[config.mk]
export PLATFORM = sky130hd
export DESIGN_NAME = lcid_top
export DESIGN_NICKNAME = d
export VERILOG_FILES = /design/src/lcid_pkg.sv /design/src/lcid_top.sv
export SDC_FILE = /design/constraint.sdc
export NUM_CORES = 1
export LEC_CHECK = 0
export ABC_AREA = 1
export BUFFER_PORTS_ARGS = -buffer_cell sky130_fd_sc_hd__buf_2
export CORE_MARGIN = 8
export CORE_UTILIZATION = 40
export CTS_BUF_LIST = sky130_fd_sc_hd__clkbuf_8
export DETAILED_ROUTE_END_ITERATION = 10
export SLEW_MARGIN = 25
export SYNTH_ARGS = -nofsm -noshare
export SYNTH_HDL_FRONTEND = slang
export SYNTH_SLANG_ARGS = --single-unit
export TNS_END_PERCENT = 20
[constraint.sdc]
create_clock -name i_clk -period 2.5 [get_ports i_clk]
set_input_delay 0 -clock i_clk [delete_from_list [all_inputs] [get_ports i_clk]]
set_output_delay 0 -clock i_clk [all_outputs]
set_load 0.02 [all_outputs]
[src/lcid_pkg.sv]
package lcid_pkg;

	// ****************************************
	// timing
	// ****************************************
	localparam int unsigned CLK_PERIOD_NS  = 10;     // 100 MHz system clock
	localparam int unsigned NS_PER_US      = 1000;   // unit conversion
	localparam int unsigned HOLD_DELAY_US  = 13000;  // 13 ms to first timer pulse
	localparam int unsigned PULSE_GAP_US   = 10000;  // 10 ms to second timer pulse
	localparam int unsigned HALF_BIT_US    = 4540;   // 4.54 ms start bit qualify
	localparam int unsigned BIT_US         = 9090;   // 9.09 ms bit period
	localparam int unsigned CNT_W          = 24;     // counter width

	// least times round up to whole cycles
	localparam int unsigned HOLD_DELAY_CYC =
		(HOLD_DELAY_US * NS_PER_US + CLK_PERIOD_NS - 1) / CLK_PERIOD_NS;
	localparam int unsigned PULSE_GAP_CYC  =
		(PULSE_GAP_US * NS_PER_US + CLK_PERIOD_NS - 1) / CLK_PERIOD_NS;
	localparam int unsigned HALF_BIT_CYC   =
		(HALF_BIT_US * NS_PER_US + CLK_PERIOD_NS - 1) / CLK_PERIOD_NS;
	localparam int unsigned BIT_CYC        =
		(BIT_US * NS_PER_US + CLK_PERIOD_NS - 1) / CLK_PERIOD_NS;

	// ****************************************
	// register map (byte addresses)
	// ****************************************
	localparam logic [3:0]  REG_STATUS   = 4'h0;   // flags, read only
	localparam logic [3:0]  REG_DATA     = 4'h4;   // code levels, read only
	localparam logic [3:0]  REG_CTRL     = 4'h8;   // control, read/write
	localparam int unsigned ST_CHAR      = 0;      // status: received flag
	localparam int unsigned ST_IDLE      = 1;      // status: idle flag
	localparam int unsigned ST_OPEN      = 2;      // status: open line flag
	localparam int unsigned ST_FINAL     = 3;      // status: final stage space
	localparam int unsigned ST_TIMER     = 4;      // status: timer running
	localparam int unsigned CTRL_ENABLE  = 0;      // ctrl: line input enable
	localparam int unsigned CTRL_KEY     = 1;      // ctrl: soft start key
	localparam logic [1:0]  CTRL_RESET   = 2'h1;   // enabled, key released
	localparam logic        LINE_MARK    = 1'b1;   // line level for mark
	localparam logic [9:1]  STAGES_MARK  = 9'h1FF; // all stages holding mark

	// ****************************************
	// state types
	// ****************************************
	typedef enum logic [2:0] {
		PACE_OFF  = 3'h1,  // pacing held
		PACE_HALF = 3'h2,  // waiting half a bit
		PACE_BIT  = 3'h4   // pulsing every bit
	} lcid_pace_t;

	typedef enum logic [2:0] {
		TMR_OFF   = 3'h1,  // timer reset
		TMR_DELAY = 3'h2,  // counting to first pulse
		TMR_GAP   = 3'h4   // counting to next pulse
	} lcid_tmr_t;

	typedef struct packed {
		logic             line_meta;   // synchroniser first stage
		logic             line_sync;   // synchronised line level
		logic [9:1]       stage;       // stages 9 (entry) .. 1, 1 = mark
		logic             final_space; // final stage holds the start space
		logic             char_received_flag;
		logic             idle_line_flag;
		logic             line_open_flag;
		lcid_pace_t       pace;        // bit pacing phase
		logic [CNT_W-1:0] pace_cnt;    // bit pacing counter
		lcid_tmr_t        tmr;         // hold-off timer phase
		logic [CNT_W-1:0] tmr_cnt;     // hold-off timer counter
		logic             timer_pulse; // registered timer pulse
		logic             shift_pulse; // registered shift pulse
		logic [1:0]       ctrl;        // control register
		logic             waitreq;     // bus wait request
		logic [31:0]      rdata;       // bus read data
	} lcid_state_t;

	localparam lcid_state_t ST_RESET = '{
		line_meta:          LINE_MARK,
		line_sync:          LINE_MARK,
		stage:              STAGES_MARK,
		final_space:        1'b1,
		char_received_flag: 1'b0,
		idle_line_flag:     1'b1,
		line_open_flag:     1'b1,
		pace:               PACE_OFF,
		pace_cnt:           '0,
		tmr:                TMR_OFF,
		tmr_cnt:            '0,
		timer_pulse:        1'b0,
		shift_pulse:        1'b0,
		ctrl:               CTRL_RESET,
		waitreq:            1'b1,
		rdata:              '0
	};

endpackage

[src/lcid_top.sv]
`timescale 1ns/1ps
module lcid_top
	import lcid_pkg::*;
#(
	parameter logic [CNT_W-1:0] HOLD_DELAY_CYCLES = CNT_W'(HOLD_DELAY_CYC),
	parameter logic [CNT_W-1:0] PULSE_GAP_CYCLES  = CNT_W'(PULSE_GAP_CYC),
	parameter logic [CNT_W-1:0] HALF_BIT_CYCLES   = CNT_W'(HALF_BIT_CYC),
	parameter logic [CNT_W-1:0] BIT_CYCLES        = CNT_W'(BIT_CYC)
) (
	input  wire logic        i_clk,
	input  wire logic        i_rst,
	input  wire logic        i_line,
	input  wire logic        i_start_key,
	input  wire logic [3:0]  i_avs_address,
	input  wire logic        i_avs_read,
	input  wire logic        i_avs_write,
	input  wire logic [31:0] i_avs_writedata,
	output logic      [31:0] o_avs_readdata,
	output logic             o_avs_waitrequest,
	output logic             o_char_received_flag,
	output logic             o_idle_line_flag,
	output logic             o_line_open_flag,
	output logic      [7:0]  o_rx_code,
	output logic             o_shift_pulse,
	output logic             o_timer_pulse
);

	// ****************************************
	// state and working signals
	// ****************************************
	lcid_state_t      st;          // all registered state
	lcid_state_t      next_st;     // next value of all state
	logic             line_mark;   // gated line input, 1 = mark
	logic             pace_run;    // bit pacing released
	logic             shift;       // shift pulse this cycle
	logic             reach_final; // start space arrives in final stage
	logic             key;         // combined start key
	logic             idle_ok;     // idle-hold gate passes
	logic             busy_ok;     // busy-hold gate passes
	logic             tmr_run;     // timer release gate passes
	logic             tpulse;      // timer pulse this cycle
	logic             idle_armed;  // idle flag may be set by a pulse
	logic             req;         // bus request present
	logic [31:0]      rd_word;     // decoded read data
	logic [CNT_W-1:0] pace_tgt;    // pacing terminal count
	logic [CNT_W-1:0] tmr_tgt;     // timer terminal count

	// ****************************************
	// next state logic
	// ****************************************
	always_comb begin
		next_st = st;

		// two flop synchroniser on the line
		// line synchronised
		next_st.line_meta = i_line;
		next_st.line_sync = st.line_meta;

		// line input gate: open line or disable blinds it to mark
		// open forces mark
		if (st.line_open_flag || !st.ctrl[CTRL_ENABLE]) begin
			line_mark = LINE_MARK;
		end else begin
			line_mark = (st.line_sync == LINE_MARK);
		end

		// pace control gate: space on line or character in flight
		// stop at final
		pace_run = !line_mark || !st.final_space;

		// ------------------------------------
		// bit pacing generator
		// ------------------------------------
		shift    = 1'b0;
		pace_tgt = (st.pace == PACE_BIT) ? BIT_CYCLES : HALF_BIT_CYCLES;
		if (!pace_run) begin
			// held: delay restarts on the next space
			next_st.pace     = PACE_OFF;
			next_st.pace_cnt = '0;
		end else begin
			case (st.pace)
				PACE_OFF: begin
					next_st.pace     = PACE_HALF;
					next_st.pace_cnt = CNT_W'(1);
				end
				PACE_HALF,
				PACE_BIT: begin
					if (st.pace_cnt >= pace_tgt - CNT_W'(1)) begin
						shift            = 1'b1;
						next_st.pace     = PACE_BIT;
						next_st.pace_cnt = '0;
					end else begin
						next_st.pace_cnt = st.pace_cnt + CNT_W'(1);
					end
				end
				default: begin
					// illegal code: back to held
					next_st.pace     = PACE_OFF;
					next_st.pace_cnt = '0;
				end
			endcase
		end

		// ------------------------------------
		// receive register
		// ------------------------------------
		// start space arrives when a space shifts out of stage 1
		reach_final = shift && !st.final_space && !st.stage[1];
		if (shift) begin
			// nine stages plus final, second stop never stored
			next_st.stage       = {line_mark, st.stage[9:2]};
			next_st.final_space = !st.stage[1];
			if (st.final_space && st.stage[1]) begin
				next_st.idle_line_flag = 1'b0;
			end
		end

		// character or open line when the start space lands
		if (reach_final) begin
			if (line_mark) begin
				next_st.char_received_flag = 1'b1;
			end else begin
				// space at entry, received flag kept
				next_st.line_open_flag = 1'b1;
			end
		end

		// ------------------------------------
		// hold-off timer gating
		// ------------------------------------
		key = i_start_key || st.ctrl[CTRL_KEY];
		idle_ok = st.line_open_flag || !st.idle_line_flag;
		// busy gate from open, received flag and line
		// start key when not idle or open
		busy_ok = st.line_open_flag
			|| (line_mark && (st.char_received_flag || !st.idle_line_flag))
			|| (key && !st.idle_line_flag && !st.line_open_flag);
		// final stage, idle and busy gates
		// received flag with mark releases timer
		tmr_run = st.final_space && idle_ok && busy_ok;

		// ------------------------------------
		// hold-off timer
		// ------------------------------------
		tpulse  = 1'b0;
		tmr_tgt = (st.tmr == TMR_GAP) ? PULSE_GAP_CYCLES : HOLD_DELAY_CYCLES;
		if (!tmr_run) begin
			next_st.tmr     = TMR_OFF;
			next_st.tmr_cnt = '0;
		end else begin
			case (st.tmr)
				TMR_OFF: begin
					next_st.tmr     = TMR_DELAY;
					next_st.tmr_cnt = CNT_W'(1);
				end
				TMR_DELAY,
				TMR_GAP: begin
					// 13 ms then 10 ms pulses
					if (st.tmr_cnt >= tmr_tgt - CNT_W'(1)) begin
						tpulse          = 1'b1;
						next_st.tmr     = TMR_GAP;
						next_st.tmr_cnt = '0;
					end else begin
						next_st.tmr_cnt = st.tmr_cnt + CNT_W'(1);
					end
				end
				default: begin
					// illegal code: back to reset
					next_st.tmr     = TMR_OFF;
					next_st.tmr_cnt = '0;
				end
			endcase
		end

		// ------------------------------------
		// timer pulse effects
		// ------------------------------------
		// received flag disarms idle
		idle_armed = !st.char_received_flag;
		if (tpulse) begin
			// stages back to mark, open cleared
			next_st.stage[9:2]     = STAGES_MARK[9:2];
			next_st.stage[1]       = 1'b1;
			next_st.line_open_flag = 1'b0;
			next_st.char_received_flag = 1'b0;
			// idle only on a quiet line
			if (idle_armed) begin
				next_st.idle_line_flag = 1'b1;
			end
		end
		next_st.timer_pulse = tpulse;
		next_st.shift_pulse = shift;

		// ------------------------------------
		// register bus slave
		// ------------------------------------
		req = i_avs_read || i_avs_write;
		case (i_avs_address)
			REG_STATUS: begin
				rd_word                = '0;
				rd_word[ST_CHAR]       = st.char_received_flag;
				rd_word[ST_IDLE]       = st.idle_line_flag;
				rd_word[ST_OPEN]       = st.line_open_flag;
				rd_word[ST_FINAL]      = st.final_space;
				rd_word[ST_TIMER]      = (st.tmr != TMR_OFF);
			end
			REG_DATA: begin
				rd_word = {24'h000000, st.stage[8:1]};
			end
			REG_CTRL: begin
				rd_word = {30'h0, st.ctrl};
			end
			default: begin
				// unmapped reads as zero
				rd_word = '0;
			end
		endcase
		// one wait state: answer on the second request cycle
		next_st.waitreq = !(req && st.waitreq);
		if (req && st.waitreq && i_avs_read) begin
			next_st.rdata = rd_word;
		end
		// write lands on the edge where wait request is low
		if (i_avs_write && !st.waitreq && (i_avs_address == REG_CTRL)) begin
			next_st.ctrl = i_avs_writedata[1:0];
		end
	end

	// ****************************************
	// state register
	// ****************************************
	always_ff @(posedge i_clk or posedge i_rst) begin
		if (i_rst) begin
			st <= ST_RESET;
		end else begin
			st <= next_st;
		end
	end

	// ****************************************
	// outputs, all straight from flops
	// ****************************************
	assign o_avs_readdata       = st.rdata;
	assign o_avs_waitrequest    = st.waitreq;
	assign o_char_received_flag = st.char_received_flag;
	assign o_idle_line_flag     = st.idle_line_flag;
	assign o_line_open_flag     = st.line_open_flag;
	assign o_rx_code            = st.stage[8:1];
	assign o_shift_pulse        = st.shift_pulse;
	assign o_timer_pulse        = st.timer_pulse;

endmodule

**Yosys cells after proc, flatten, opt, wreduce, memory -nomap -nowiden**

Cells that the tools add are included.

- Add/subtract/negate cells: 4
- Order comparisons: 2
- Equal/unequal tests: 12
- Muxes and demuxes: 28
- Reductions and logical operators: 36

Operator list:

| operator | number |
|---|---|
| $pmux W27 S2 | 2 |
| $mux W27 | 2 |
| $add A24 B1 Y24 const B | 2 |
| $ge A24 B24 Y1 | 2 |
| $mux W24 | 2 |
| $pmux W8 S3 | 1 |
| $sub A21 B1 Y22 const B | 1 |
| $mux W21 | 1 |
| $sub A20 B1 Y21 const B | 1 |
| $mux W20 | 1 |
| $mux W1 | 14 |
| $logic_and A1 B1 Y1 | 12 |
| $mux W10 | 1 |
| $mux W3 | 3 |
| $mux W9 | 1 |
| $logic_not A1 Y1 | 8 |
| $logic_or A1 B1 Y1 | 8 |
| $eq A3 B1 Y1 const B | 2 |
| $eq A3 B2 Y1 const B | 2 |
| $eq A3 B3 Y1 const B | 2 |
| $ne A3 B3 Y1 const B | 2 |
| $reduce_bool A2 Y1 | 3 |
| $eq A4 B3 Y1 const B | 1 |
| $eq A4 B4 Y1 const B | 1 |
| 5 further kinds | 7 |

- Register bits: 106
- Bits of input ports: 42
- Output and inout bits: 46

**Longest topological paths before layout**

Gate-level depths: netlist of run 1.

- Depth in word-level cells: 11
- Depth in mapped cells: 15

**Worst setup path before layout of run 1**

No wires, ideal clock.

- Path type: reg-to-reg
- Start: register st[89] (netlist bit)
- End: register st, in the netlist o_rx_code[4]
- Setup time: 0.081 ns
- Data arrival time: 2.043 ns
- Required time: 2.419 ns
- Slack: 0.375 ns
- Stages on the path, launching flop included: 15
- Path buffers: 1
- Cell sequence: dfrtp_1 -> inv_1 -> nand2_1 -> nor2_1 -> inv_1 -> ha_1 -> nand2_1 -> nor2_1 -> nand2_1 -> nor2_1 -> nand2_1 -> nand3_2 -> nand2_4 -> buf_6 -> o211ai_1

- Word-level cells in the longest chain between the ends: 8
- Elaborated cells on any way between the ends: 10

RTL lines:

| element | RTL line | RTL |
|---|---|---|
| start, declared | lcid_top.sv:31 | `lcid_state_t st;` |
| start signal, assigned | lcid_top.sv:236 | `st <= next_st;` |
| $eq A3 B3 Y1 | lcid_top.sv:75, lcid_top.sv:81 |  |
| $mux W20 | lcid_top.sv:75 | `pace_tgt = (st.pace == PACE_BIT) ? BIT_CYCLES : HALF_BIT_CYCLES;` |
| $sub A20 B1 Y21 | lcid_top.sv:88 | `if (st.pace_cnt >= pace_tgt - CNT_W'(1)) begin` |
| $ge A24 B24 Y1 | lcid_top.sv:88 |  |
| $mux W1 | lcid_top.sv:88 |  |
| $mux W1 (*) | lcid_top.sv:81 | `case (st.pace)` |
| $mux W1 (*) | lcid_top.sv:76 | `if (!pace_run) begin` |
| $reduce_bool A2 Y1 (no source line) (*) | n/a |  |

Every way passes the cells marked *; elsewhere a longest branch is shown, timed or not.
A chain may end at the register's enable or synchronous reset.

==> summary.md, run 1 <==
| Metric | Value |
|---|---|
| Total gr overflow | 0 |
| Vias/cell | approximately 4.7 |
| Area of placed instances | 0.004835 sq mm |
| Hold Path Class | input port to flip-flop |
| GRT Util Overall | 0.1263 |
| Tmin final | 2229 ps |
| Leak pwr | about 2.4 nW |
| DP Wirelength | 7056 um |
| Worst-Skew Late Latency | 350 ps |
| Share of the synthesized area in the top cell type | 0.3417 |
| Post-Syn Area | 0.004687 sq mm |
| First-pass iteration count of the detailed router | 4 |
| Asr flop ratio synth | 1.000 |
| VDD IR max | 622.6 uV |
| Buffer count from post-CTS setup fixing | 0 |
| Total CTS buffers | 9 |
| Antenna cell count | 0 |
| Final core occ | 0.4466 |
| Hold endpoint | st[61] |
| Synth top area cells | dfrtp_1 34%, dfstp_2 10%, nand2_1 9.0%, buf_4 6.6%, nor2_1 6.1% |
| WL/cell | 12.55 um |
| Via count | 3562 |
| Clock slew at reported path FFs | 90 ps |
| Worst-case reg-to-reg path depth | 12 |
| Reg2Reg Launch Point | st[89] |
| Post-route design area | slightly above 0.005 sq mm |
| Rows | 39 |
| Slew Limit Fails | 0 |
| Count of cell types in the netlist | 44 |
| Final non-filler cell total | 751 |
| Crit path max fanout | 19 |
| Number of global-route vias before repair | about 3.6k |
| Inst Count DP | 729 |
| WP data arrival | approximately 2500 ps |
| Pre-CTS setup slack | between 150 and 200 ps |
| Commonest non-fill, non-tap cells in the layout | 111 x nand2_1, 76 x nor2_1, 71 x inv_1, 64 x dfrtp_1, 33 x buf_2 |
| Setup slack after layout | 270.8 ps |
| Post-synth EDFFs | 0 |
| IO Pins | 88 |
| Longest Clk Path Bufs | 2 |
| Core Footprint | 0.01142 sq mm |
| Actual slew at the worst max-slew pin | 797.8 ps |
| Initial antenna violation count | 0 |
| Fin crit share | 0.8917 |
| First-pass GRT wire length | between 15000 and 20000 um |
| Synth warn | 0 |
| Largest net degree at the start of global routing | 47 |
| Sink Count | 82 |
| Top_reg_cell synth | dfrtp_1 |
| Htree depth | 3 |
| Crit path capture type | flip-flop |
| ANT nets after route | 0 |
| Synth Area in Compound Gates | 0.08516 |
| Routed wire length | 9424 um |
| Layout cells sized above 1 | 0.1776 |
| Max Clk Rate | 448.6 MHz |
| Root Driver | clkbuf_8 |
| Critical path launch point type | flip-flop |
| Die area | roughly 0.015 sq mm |
| Largest family of logic cells by synthesized area | simple AND/OR/NAND/NOR gates |
| Min-Delay Startpoint | i_start_key |
| Synth Area in Adders | 0.05072 |
| Flop2flop setup slack | 270 ps |
| Total Negative Setup Slacks | 0 ps |
| Die Span Y | 124.2 um |
| Synthesis-to-layout area growth | 8.809% |
| First DRT Iteration DRCs | 186 |
| Final setup vio count | 0 |
| Post-synthesis xor/xnor area fraction | 0.01682 |
| Worst path required time | between 2000 and 3000 ps |
| CTS tree | built |
| RSZ-0062 raised after global routing | no |
| Final #Nets | 664 |
| Mux cell area share after synthesis | 0.004805 |
| Synth area leader | dfrtp_1 |
| Sequential-to-total area share from yosys stat | 0.4426 |
| Hold depth | 4 |
| Post-synthesis cell count | 566 |
| Final count of hold timing violations | 0 |
| Setup CP Type | flip-flop to flip-flop |
| Status | completed |
| RePlAce Congestion | between 0.8 and 0.9 |
| Max-slew headroom | 0.4675 |
| Leading cell type in the layout, fill and taps excluded | nand2_1 |
| Synthesized area per cell | 8.281 sq um |
| Setup Skew | just under 8 ps |
| R2R Path End | o_rx_code[3] |
| Residual DRC count | 0 |
| Initial Utilization | 0.4105 |
| Pwr Density | 693.5 mW/mm^2 |
| Max cap viols | 0 |
| Port bufs | 33 |
| Die Wd | ~120 um |
| Synth Register Bits | 82 |
| Synth Area in Simple Gates | 0.2653 |
==> cells in the mapped netlist (4+ instances only) <==
master,instances
nand3_1,17
o211ai_1,8
buf_4,41
nor4_1,4
nor2_1,76
nor3_1,19
xor2_1,9
a21oi_1,19
nand2_2,6
nand4_1,5
nand2_1,113
dfrtp_1,64
o21bai_1,4
nor2_2,7
nor3_2,5
inv_1,72
o21ai_0,21
dfstp_2,18
ha_1,19
==> power by group <==
group / switching, mW / internal (mW)
Sequential: 0.159 / 1.60
Combinational: 0.579 / 0.286
Clock: 0.498 / 0.419
==> how the worst max path moves through the flow <==
stage          depth (start not counted)                    to  startpoint
2_1_floorplan                         14          o_rx_code[4]      st[89]
3_3_place_gp                          12  o_char_received_flag      st[61]
3_5_place_dp                          12  o_char_received_flag      st[61]
4_1_cts                               12  o_char_received_flag      st[61]
5_1_grt                               14          o_rx_code[7]      st[89]
6_report                              12          o_rx_code[3]      st[89]
==> what timing repair did <==
| item | 4_1_cts | 5_1_grt |
|---|---|---|
| endpoints found under the hold margin | 38 | 0 |
| endpoints found under the setup margin | 0 | 13 |
| gates resized for setup | 0 | 5 |
| hold buffers | 6 | 0 |
==> per-stage QoR <==
stage	hold WS (ps)	total power [mW]
finish	32.87	3.537
global route	22.32	3.754
CTS	2.297	3.572
detailed placement	108.9	2.633
global placement	108.4	2.610
floorplan	4.478	2.495
==> registers in the layout, summed over array words and instances (netlist names) <==
signal,flops
st,59
o_line_open_flag,1
o_avs_waitrequest,1
o_rx_code,8
o_idle_line_flag,1
o_char_received_flag,1
o_shift_pulse,1
next_st,1
o_timer_pulse,1
o_avs_readdata,8
==> cell type report <==
| type | instances | area (sq um) |
|---|---|---|
| fillers | 1131 | 6319 |
| multi-input cells | 392 | 2105 |
| flip-flops and latches | 82 | 2074 |
| inverters | 75 | 285.3 |
| repair buffers | 43 | 267.8 |
| well taps | 143 | 178.9 |
| clock buffers | 11 | 151.4 |
| clock inverters | 5 | 37.54 |
==> per-layer routing <==
metal / track usage / share of wire / vias to the layer above
met3: 0.03872 / 0.051 / 6
met2: 0.2084 / 0.47 / 56
met4: 0.03189 / 0.0072 / 0
met1: 0.1565 / 0.48 / 1676
li1: - / - / 1824
met5: 0 / 0 / -
==> cells by family (layout without fill, tap and decap cells) <==
logic type | after synthesis | after routing
multiplexers | 2 | 2
buffers and inverters | 120 | 134
AND/OR/NAND/NOR | 268 | 268
adder cells (fa/ha/maj) | 19 | 19
other | 1 | 29
AO/OA/AOI/OAI | 65 | 65
XOR/XNOR | 9 | 9
flip-flops | 82 | 82
==> critical path, cell delays in order (launching register included) <==
cell      delay, ps
dfrtp_1         410
inv_1            80
nand2_1          50
nor2_1          140
buf_4           180
ha_1            250
a21oi_1         130
nor2_1           50
nor2_1          250
nand3_2         190
nand2_8         160
inv_1           110
o211ai_1        170
Power figures use the tool's default switching activity.
==> run 2: changes to the inputs <==
==> constraint.sdc (replaced) <==
create_clock -name i_clk -period 2 [get_ports i_clk]
set_input_delay 0 -clock i_clk [delete_from_list [all_inputs] [get_ports i_clk]]
set_output_delay 0 -clock i_clk [all_outputs]
set_load 0.02 [all_outputs]
==> run 2 against run 1 <==
The run now ends with negative setup slack left. Setup slack worse by 340 ps. Routed wire length grew 12%. Count of clock-buffer cells in the layout down 2. Die area stayed put.
==> summary.md, run 2 (same netlist as run 1, synthesis figures left out) <==
| Metric | Value |
|---|---|
| Leading cell type in the layout, fill and taps excluded | nand2_1 |
| First-pass GRT wire length | 17930 um |
| Slowest stage cell, crit path | dfstp_2 |
| Setup slack after layout | -71.85 ps |
| Setup CP Type | flip-flop to flip-flop |
| Die area | approximately 0.015 sq mm |
| Largest net degree at the start of global routing | slightly above 40 |
| Root Driver | clkbuf_8 |
| Crit path max fanout | 5 |
| CP max stage delay | 580 ps |
| ANT nets after route | 0 |
| Final setup vio count | 29 |
| Reg2Reg Launch Point | st[61] |
| Number of global-route vias before repair | 3847 |
| Core Footprint | roughly 0.011 sq mm |
| Total gr overflow | 0 |
| Initial antenna violation count | 1 |
| Setup Skew | roughly 14 ps |
| CTS tree | built |
| GRT Util Overall | 0.1369 |
| Clock slew at reported path FFs | around 100 ps |
| Crit path capture type | flip-flop |
| RePlAce Congestion | 0.8279 |
| WP data arrival | 2320 ps |
| Worst-case reg-to-reg path depth | 11 |
| VDD IR max | 816.8 uV |
| Worst setup path startpoint | st[61] |
| Port bufs | 33 |
| Sequential cell area | 0.002074 sq mm |
| Multi-input gate area | 0.002392 sq mm |
| Max-slew headroom | 0.5581 |
| # fillers | 1095 |
| Worst path cell trace | nor2_4, buf_6, ha_4, nand2_4, nor3_4, nand4_1, buf_4, nand4_4, buf_6, buf_6, nor2_1 |
| CP dominant cell by count | buf_6 |
| Final non-filler cell total | around 790 |
| Status | finished, violations left |
| Slew Limit Fails | 0 |
| Commonest non-fill, non-tap cells in the layout | 101 x nand2_1, 66 x nor2_1, 65 x inv_1, 64 x dfrtp_1, 33 x buf_2 |
| Layout cells sized above 1 | 0.2933 |
| Min-Delay Startpoint | i_avs_write |
| Failing checks | negative setup slack |
| DP Wirelength | ~7800 um |
| Actual slew at the worst max-slew pin | between 600 and 700 ps |
| Inst Count DP | 757 |
| Sink Count | 82 |
| Die Span Y | between 100 and 150 um |
| Largest register FFs | 59 |
| Final count of hold timing violations | 0 |
| WP buf/inv | 4 |
| Fin crit share | 1.036 |
| Max Clk Rate | about 480 MHz |
| Total Negative Setup Slacks | -970.7 ps |
| Initial Utilization | 0.4105 |
| WL/cell | 13.45 um |
| Total CTS buffers | 9 |
| Tmin final | 2072 ps |
| Flop2flop setup slack | -70 ps |
| IO Pins | 88 |
| Rows | 39 |
| Worst-Skew Late Latency | 370 ps |
| Worst path required time | 2250 ps |
| Synthesis-to-layout area growth | 22.50% |
| RSZ-0062 raised after global routing | yes |
| Critical path launch point type | flip-flop |
| Via count | between 3k and 4k |
| Pwr Density | 862.6 mW/mm^2 |
| Residual DRC count | 0 |
| Biggest register | st |
| First-pass iteration count of the detailed router | 4 |
| Vias/cell | 4.837 |
| Hold Path Class | input port to flip-flop |
| Hold depth | 3 |
| First DRT Iteration DRCs | 208 |
| Htree depth | 3 |
| Leak pwr | between 2 and 3 nW |
| Family with the most delay on the worst path | flip-flops |
| Die Wd | 124.2 um |
| Final #Nets | 697 |
| Hold endpoint | st[34] |
| Routed wire length | 10560 um |
| Longest Clk Path Bufs | 2 |
| Max cap viols | 0 |
| R2R Path End | st[44] |
## run 2: per-layer routing
metal / global-route usage / part of all wire
met3: 0.03787 / 0.046
met5: 0 / 0
met4: 0.05315 / 0.026
met2: 0.2371 / 0.51
met1: 0.1562 / 0.42
## run 2: how the worst max path moves through the flow
| stage | endpoint | cells after the start |
|---|---|---|
| final | st[44] | 11 |
| after CTS | o_rx_code[1] | 12 |
| after floorplan | o_rx_code[3] | 12 |
| after detailed placement | o_rx_code[7] | 15 |
| after global routing | st[45] | 11 |
| after global placement | o_char_received_flag | 13 |
## run 2: area by class of cell
cell class                      instances  area share
Clock inverter                          7     0.01852
Tap cell                              143     0.03116
Antenna cell                            1   0.0004358
Timing Repair Buffer                   76     0.09937
Multi-Input combinational cell        392      0.4166
Clock buffer                            9     0.02157
Sequential cell                        82      0.3613
Inverter                               75     0.05099
## run 2: stage by stage
stage	area [sq um]	power, mW	hold slack, ps	util	setup slack [ps]
after detailed placement	5080	3.471	106.6	0.4449	-138.7
final	5742	4.953	39.72	0.5028	-71.85
after global placement	5080	3.440	107.9	0.4449	-96.62
after global routing	5742	5.232	41.50	0.5028	-181.4
after CTS	5562	4.975	18.07	0.4871	-85.60
after floorplan	4803	3.131	4.478	-	14.23
## run 2: tightest hold or removal path, delay by kind of cell
| family | cells | cell delay (ps) |
|---|---|---|
| simple gates | 1 | 110 |
| buf+inv | 1 | 110 |
| mux | 1 | 160 |
## run 2: repair_timing
item | 4_1_cts | 5_1_grt
buffers inserted | 3 | 2
hold buffers | 6 | 0
hold endpoints to repair | 29 | 0
gates resized for setup | 42 | 33
pin swaps | 18 | 14
setup endpoints to repair | 58 | 62
## run 2: power breakdown
group / switching (mW) / total (mW) / internal [mW] / leakage (nW)
clock network: 0.682 / 1.41 / 0.728 / 0.117
logic: 0.821 / 1.36 / 0.540 / 1.44
registers: 0.187 / 2.18 / 2.00 / 1.06
total: 1.69 / 4.95 / 3.26 / 2.61
==> run 3: changes to the inputs <==
--- a/config.mk
+++ b/config.mk
@@ -8,7 +8,7 @@
 export ABC_AREA = 1
 export BUFFER_PORTS_ARGS = -buffer_cell sky130_fd_sc_hd__buf_2
 export CORE_MARGIN = 8
-export CORE_UTILIZATION = 40
+export CORE_UTILIZATION = 38
 export CTS_BUF_LIST = sky130_fd_sc_hd__clkbuf_8
 export DETAILED_ROUTE_END_ITERATION = 10
 export SLEW_MARGIN = 25
==> run 3 against run 2 <==
The flow still finishes with violations (negative setup slack). Sequential cell count unchanged. Maximum frequency is 1.1% lower. Sequential power barely moved. Utilization decreased by 2.5 points. Sequential share of layout area hardly changed. Total power decreased by 2.4%. Largest power group unchanged.
==> summary.md, run 3 (same netlist as run 1, synthesis figures left out) <==
| Metric | Value |
|---|---|
| Status | finished, violations left |
| Failing checks | negative setup slack |
| Final #Nets | around 700 |
| Pwr Density | 842.8 mW/mm^2 |
| Setup Skew | 9.960 ps |
| Leading cell type in the layout, fill and taps excluded | nand2_1 |
| IO Pins | around 90 |
| Core Footprint | approximately 0.012 sq mm |
| Layout cells sized above 1 | 0.2848 |
| ANT nets after route | 0 |
| WL/cell | 13.47 um |
| Setup CP Type | flip-flop to flip-flop |
| Total gr overflow | 0 |
| Total Negative Setup Slacks | -1655 ps |
| Worst path required time | 2240 ps |
| Reg2Reg Launch Point | st[61] |
| Final non-filler cell total | between 700 and 800 |
| First-pass GRT wire length | 17270 um |
| Die Span Y | about 130 um |
| First-pass iteration count of the detailed router | 4 |
| Crit path max fanout | 5 |
| Hold depth | 3 |
| Vias/cell | 4.845 |
| Slew Limit Fails | 0 |
| Hold endpoint | st[34] |
| GRT Util Overall | 0.1300 |
| Critical path launch point type | flip-flop |
| Number of global-route vias before repair | 3783 |
| Family with the most delay on the worst path | simple AND/OR/NAND/NOR gates |
| Commonest non-fill, non-tap cells in the layout | 101 x nand2_1, 68 x inv_1, 67 x nor2_1, 64 x dfrtp_1, 33 x buf_2 |
| Total design power | slightly below 5 mW |
| First DRT Iteration DRCs | 220 |
| CP max stage delay | about 560 ps |
| Biggest register | st |
| Largest net degree at the start of global routing | approximately 40 |
| Htree depth | 3 |
| Longest Clk Path Bufs | 2 |
| Port bufs | 33 |
| WP buf/inv | 4 |
| Routed wire length | 10590 um |
| Max cap viols | 0 |
| Min-Delay Startpoint | i_avs_write |
| Residual DRC count | 0 |
| Tmin final | approximately 2100 ps |
| R2R Path End | st[41] |
| Largest register FFs | 59 |
| Setup slack after layout | -95.41 ps |
| Synthesis-to-layout area growth | 22.42% |
| Initial antenna violation count | 0 |
| CTS tree | built |
| Die area | roughly 0.016 sq mm |
| Slowest stage cell, crit path | dfstp_2 |
| Fin crit share | 1.048 |
| Final setup vio count | 43 |
| CP dominant cell by count | nor2_4 |
| Clock slew at reported path FFs | ~80 ps |
| RePlAce Congestion | 0.8511 |
| Sink Count | approximately 80 |
| Final count of hold timing violations | 0 |
| VDD IR max | 660.9 uV |
| Inst Count DP | 756 |
| Hold Path Class | input port to flip-flop |
| Max-slew headroom | 0.5819 |
| Initial Utilization | 0.3902 |
| Rows | 40 |
| Flop2flop setup slack | -100 ps |
| DP Wirelength | about 7600 um |
| Total CTS buffers | 9 |
| Via count | 3808 |
| Antenna cell count | 0 |
| Area of placed instances | 0.005047 sq mm |
| Worst-case reg-to-reg path depth | 11 |
| Leak pwr | 2.632 nW |
| Die Wd | around 130 um |
| RSZ-0062 raised after global routing | yes |
| WP data arrival | around 2300 ps |
| Worst-Skew Late Latency | ~360 ps |
| Worst path cell trace | nor2_4, buf_6, ha_4, nand2_4, nor3_4, nand4_1, buf_4, nand4_4, buf_12, buf_8, nor2_4 |
| Post-route design area | 0.005738 sq mm |
| Max Clk Rate | ~480 MHz |
| Actual slew at the worst max-slew pin | 625.9 ps |
| Crit path capture type | flip-flop |
| Root Driver | clkbuf_8 |
| Worst setup path startpoint | st[61] |
run 3: how the worst max path moves through the flow:
stage                           endpoint  slack (ps)  depth (start not counted)
floorplan                   o_rx_code[3]          10                         12
global placement    o_char_received_flag        -100                         11
detailed placement                st[78]        -110                         12
CTS                         o_rx_code[0]         -70                         14
global route            o_line_open_flag        -230                         15
finish                            st[41]        -100                         11
run 3: tightest hold or removal path: cells and delay by family:
family	cells	cell delay (ps)
buf+inv	1	110
mux	1	160
simple gates	1	120
run 3: where the power goes:
group	switching [mW]	total, mW	internal [mW]
Combinational	0.813	1.34	0.523
Sequential	0.191	2.19	2.00
Clock	0.623	1.31	0.692
run 3: timing repair:
item                                   4_1_cts  5_1_grt
resized for setup                           20       62
pin swaps                                   10       22
hold buffers                                 6        0
endpoints found under the hold margin       28        0
setup endpoints to repair                   49       62
cloned                                       0        2
setup buffers                                2        4
run 3: stage by stage:
step / hold WS, ps / utilization / worst slack, ps
finish: 59.71 / 0.4777 / -95.41
floorplan: 4.478 / - / 14.23
global placement: 108.0 / 0.4202 / -98.16
detailed placement: 106.9 / 0.4202 / -110.3
CTS: 43.66 / 0.4513 / -65.71
global route: 43.52 / 0.4777 / -232.4
run 3: layer usage:
layer,track usage,vias up,part of all wire
li1,-,1890,-
met1,0.1550,1834,0.44
met2,0.2234,70,0.51
met3,0.04035,14,0.046
met4,0.03149,0,0.011
met5,0,-,0
run 3: final cells by class:
class / count / area, sq um
Multi-Input combinational cell: 392 / 2357
Inverter: 75 / 312.8
Timing Repair Buffer: 74 / 598.1
Clock inverter: 7 / 87.58
Clock buffer: 9 / 123.9
Sequential cell: 82 / 2074
Tap cell: 147 / 183.9
Fill cell: 1146 / 6274
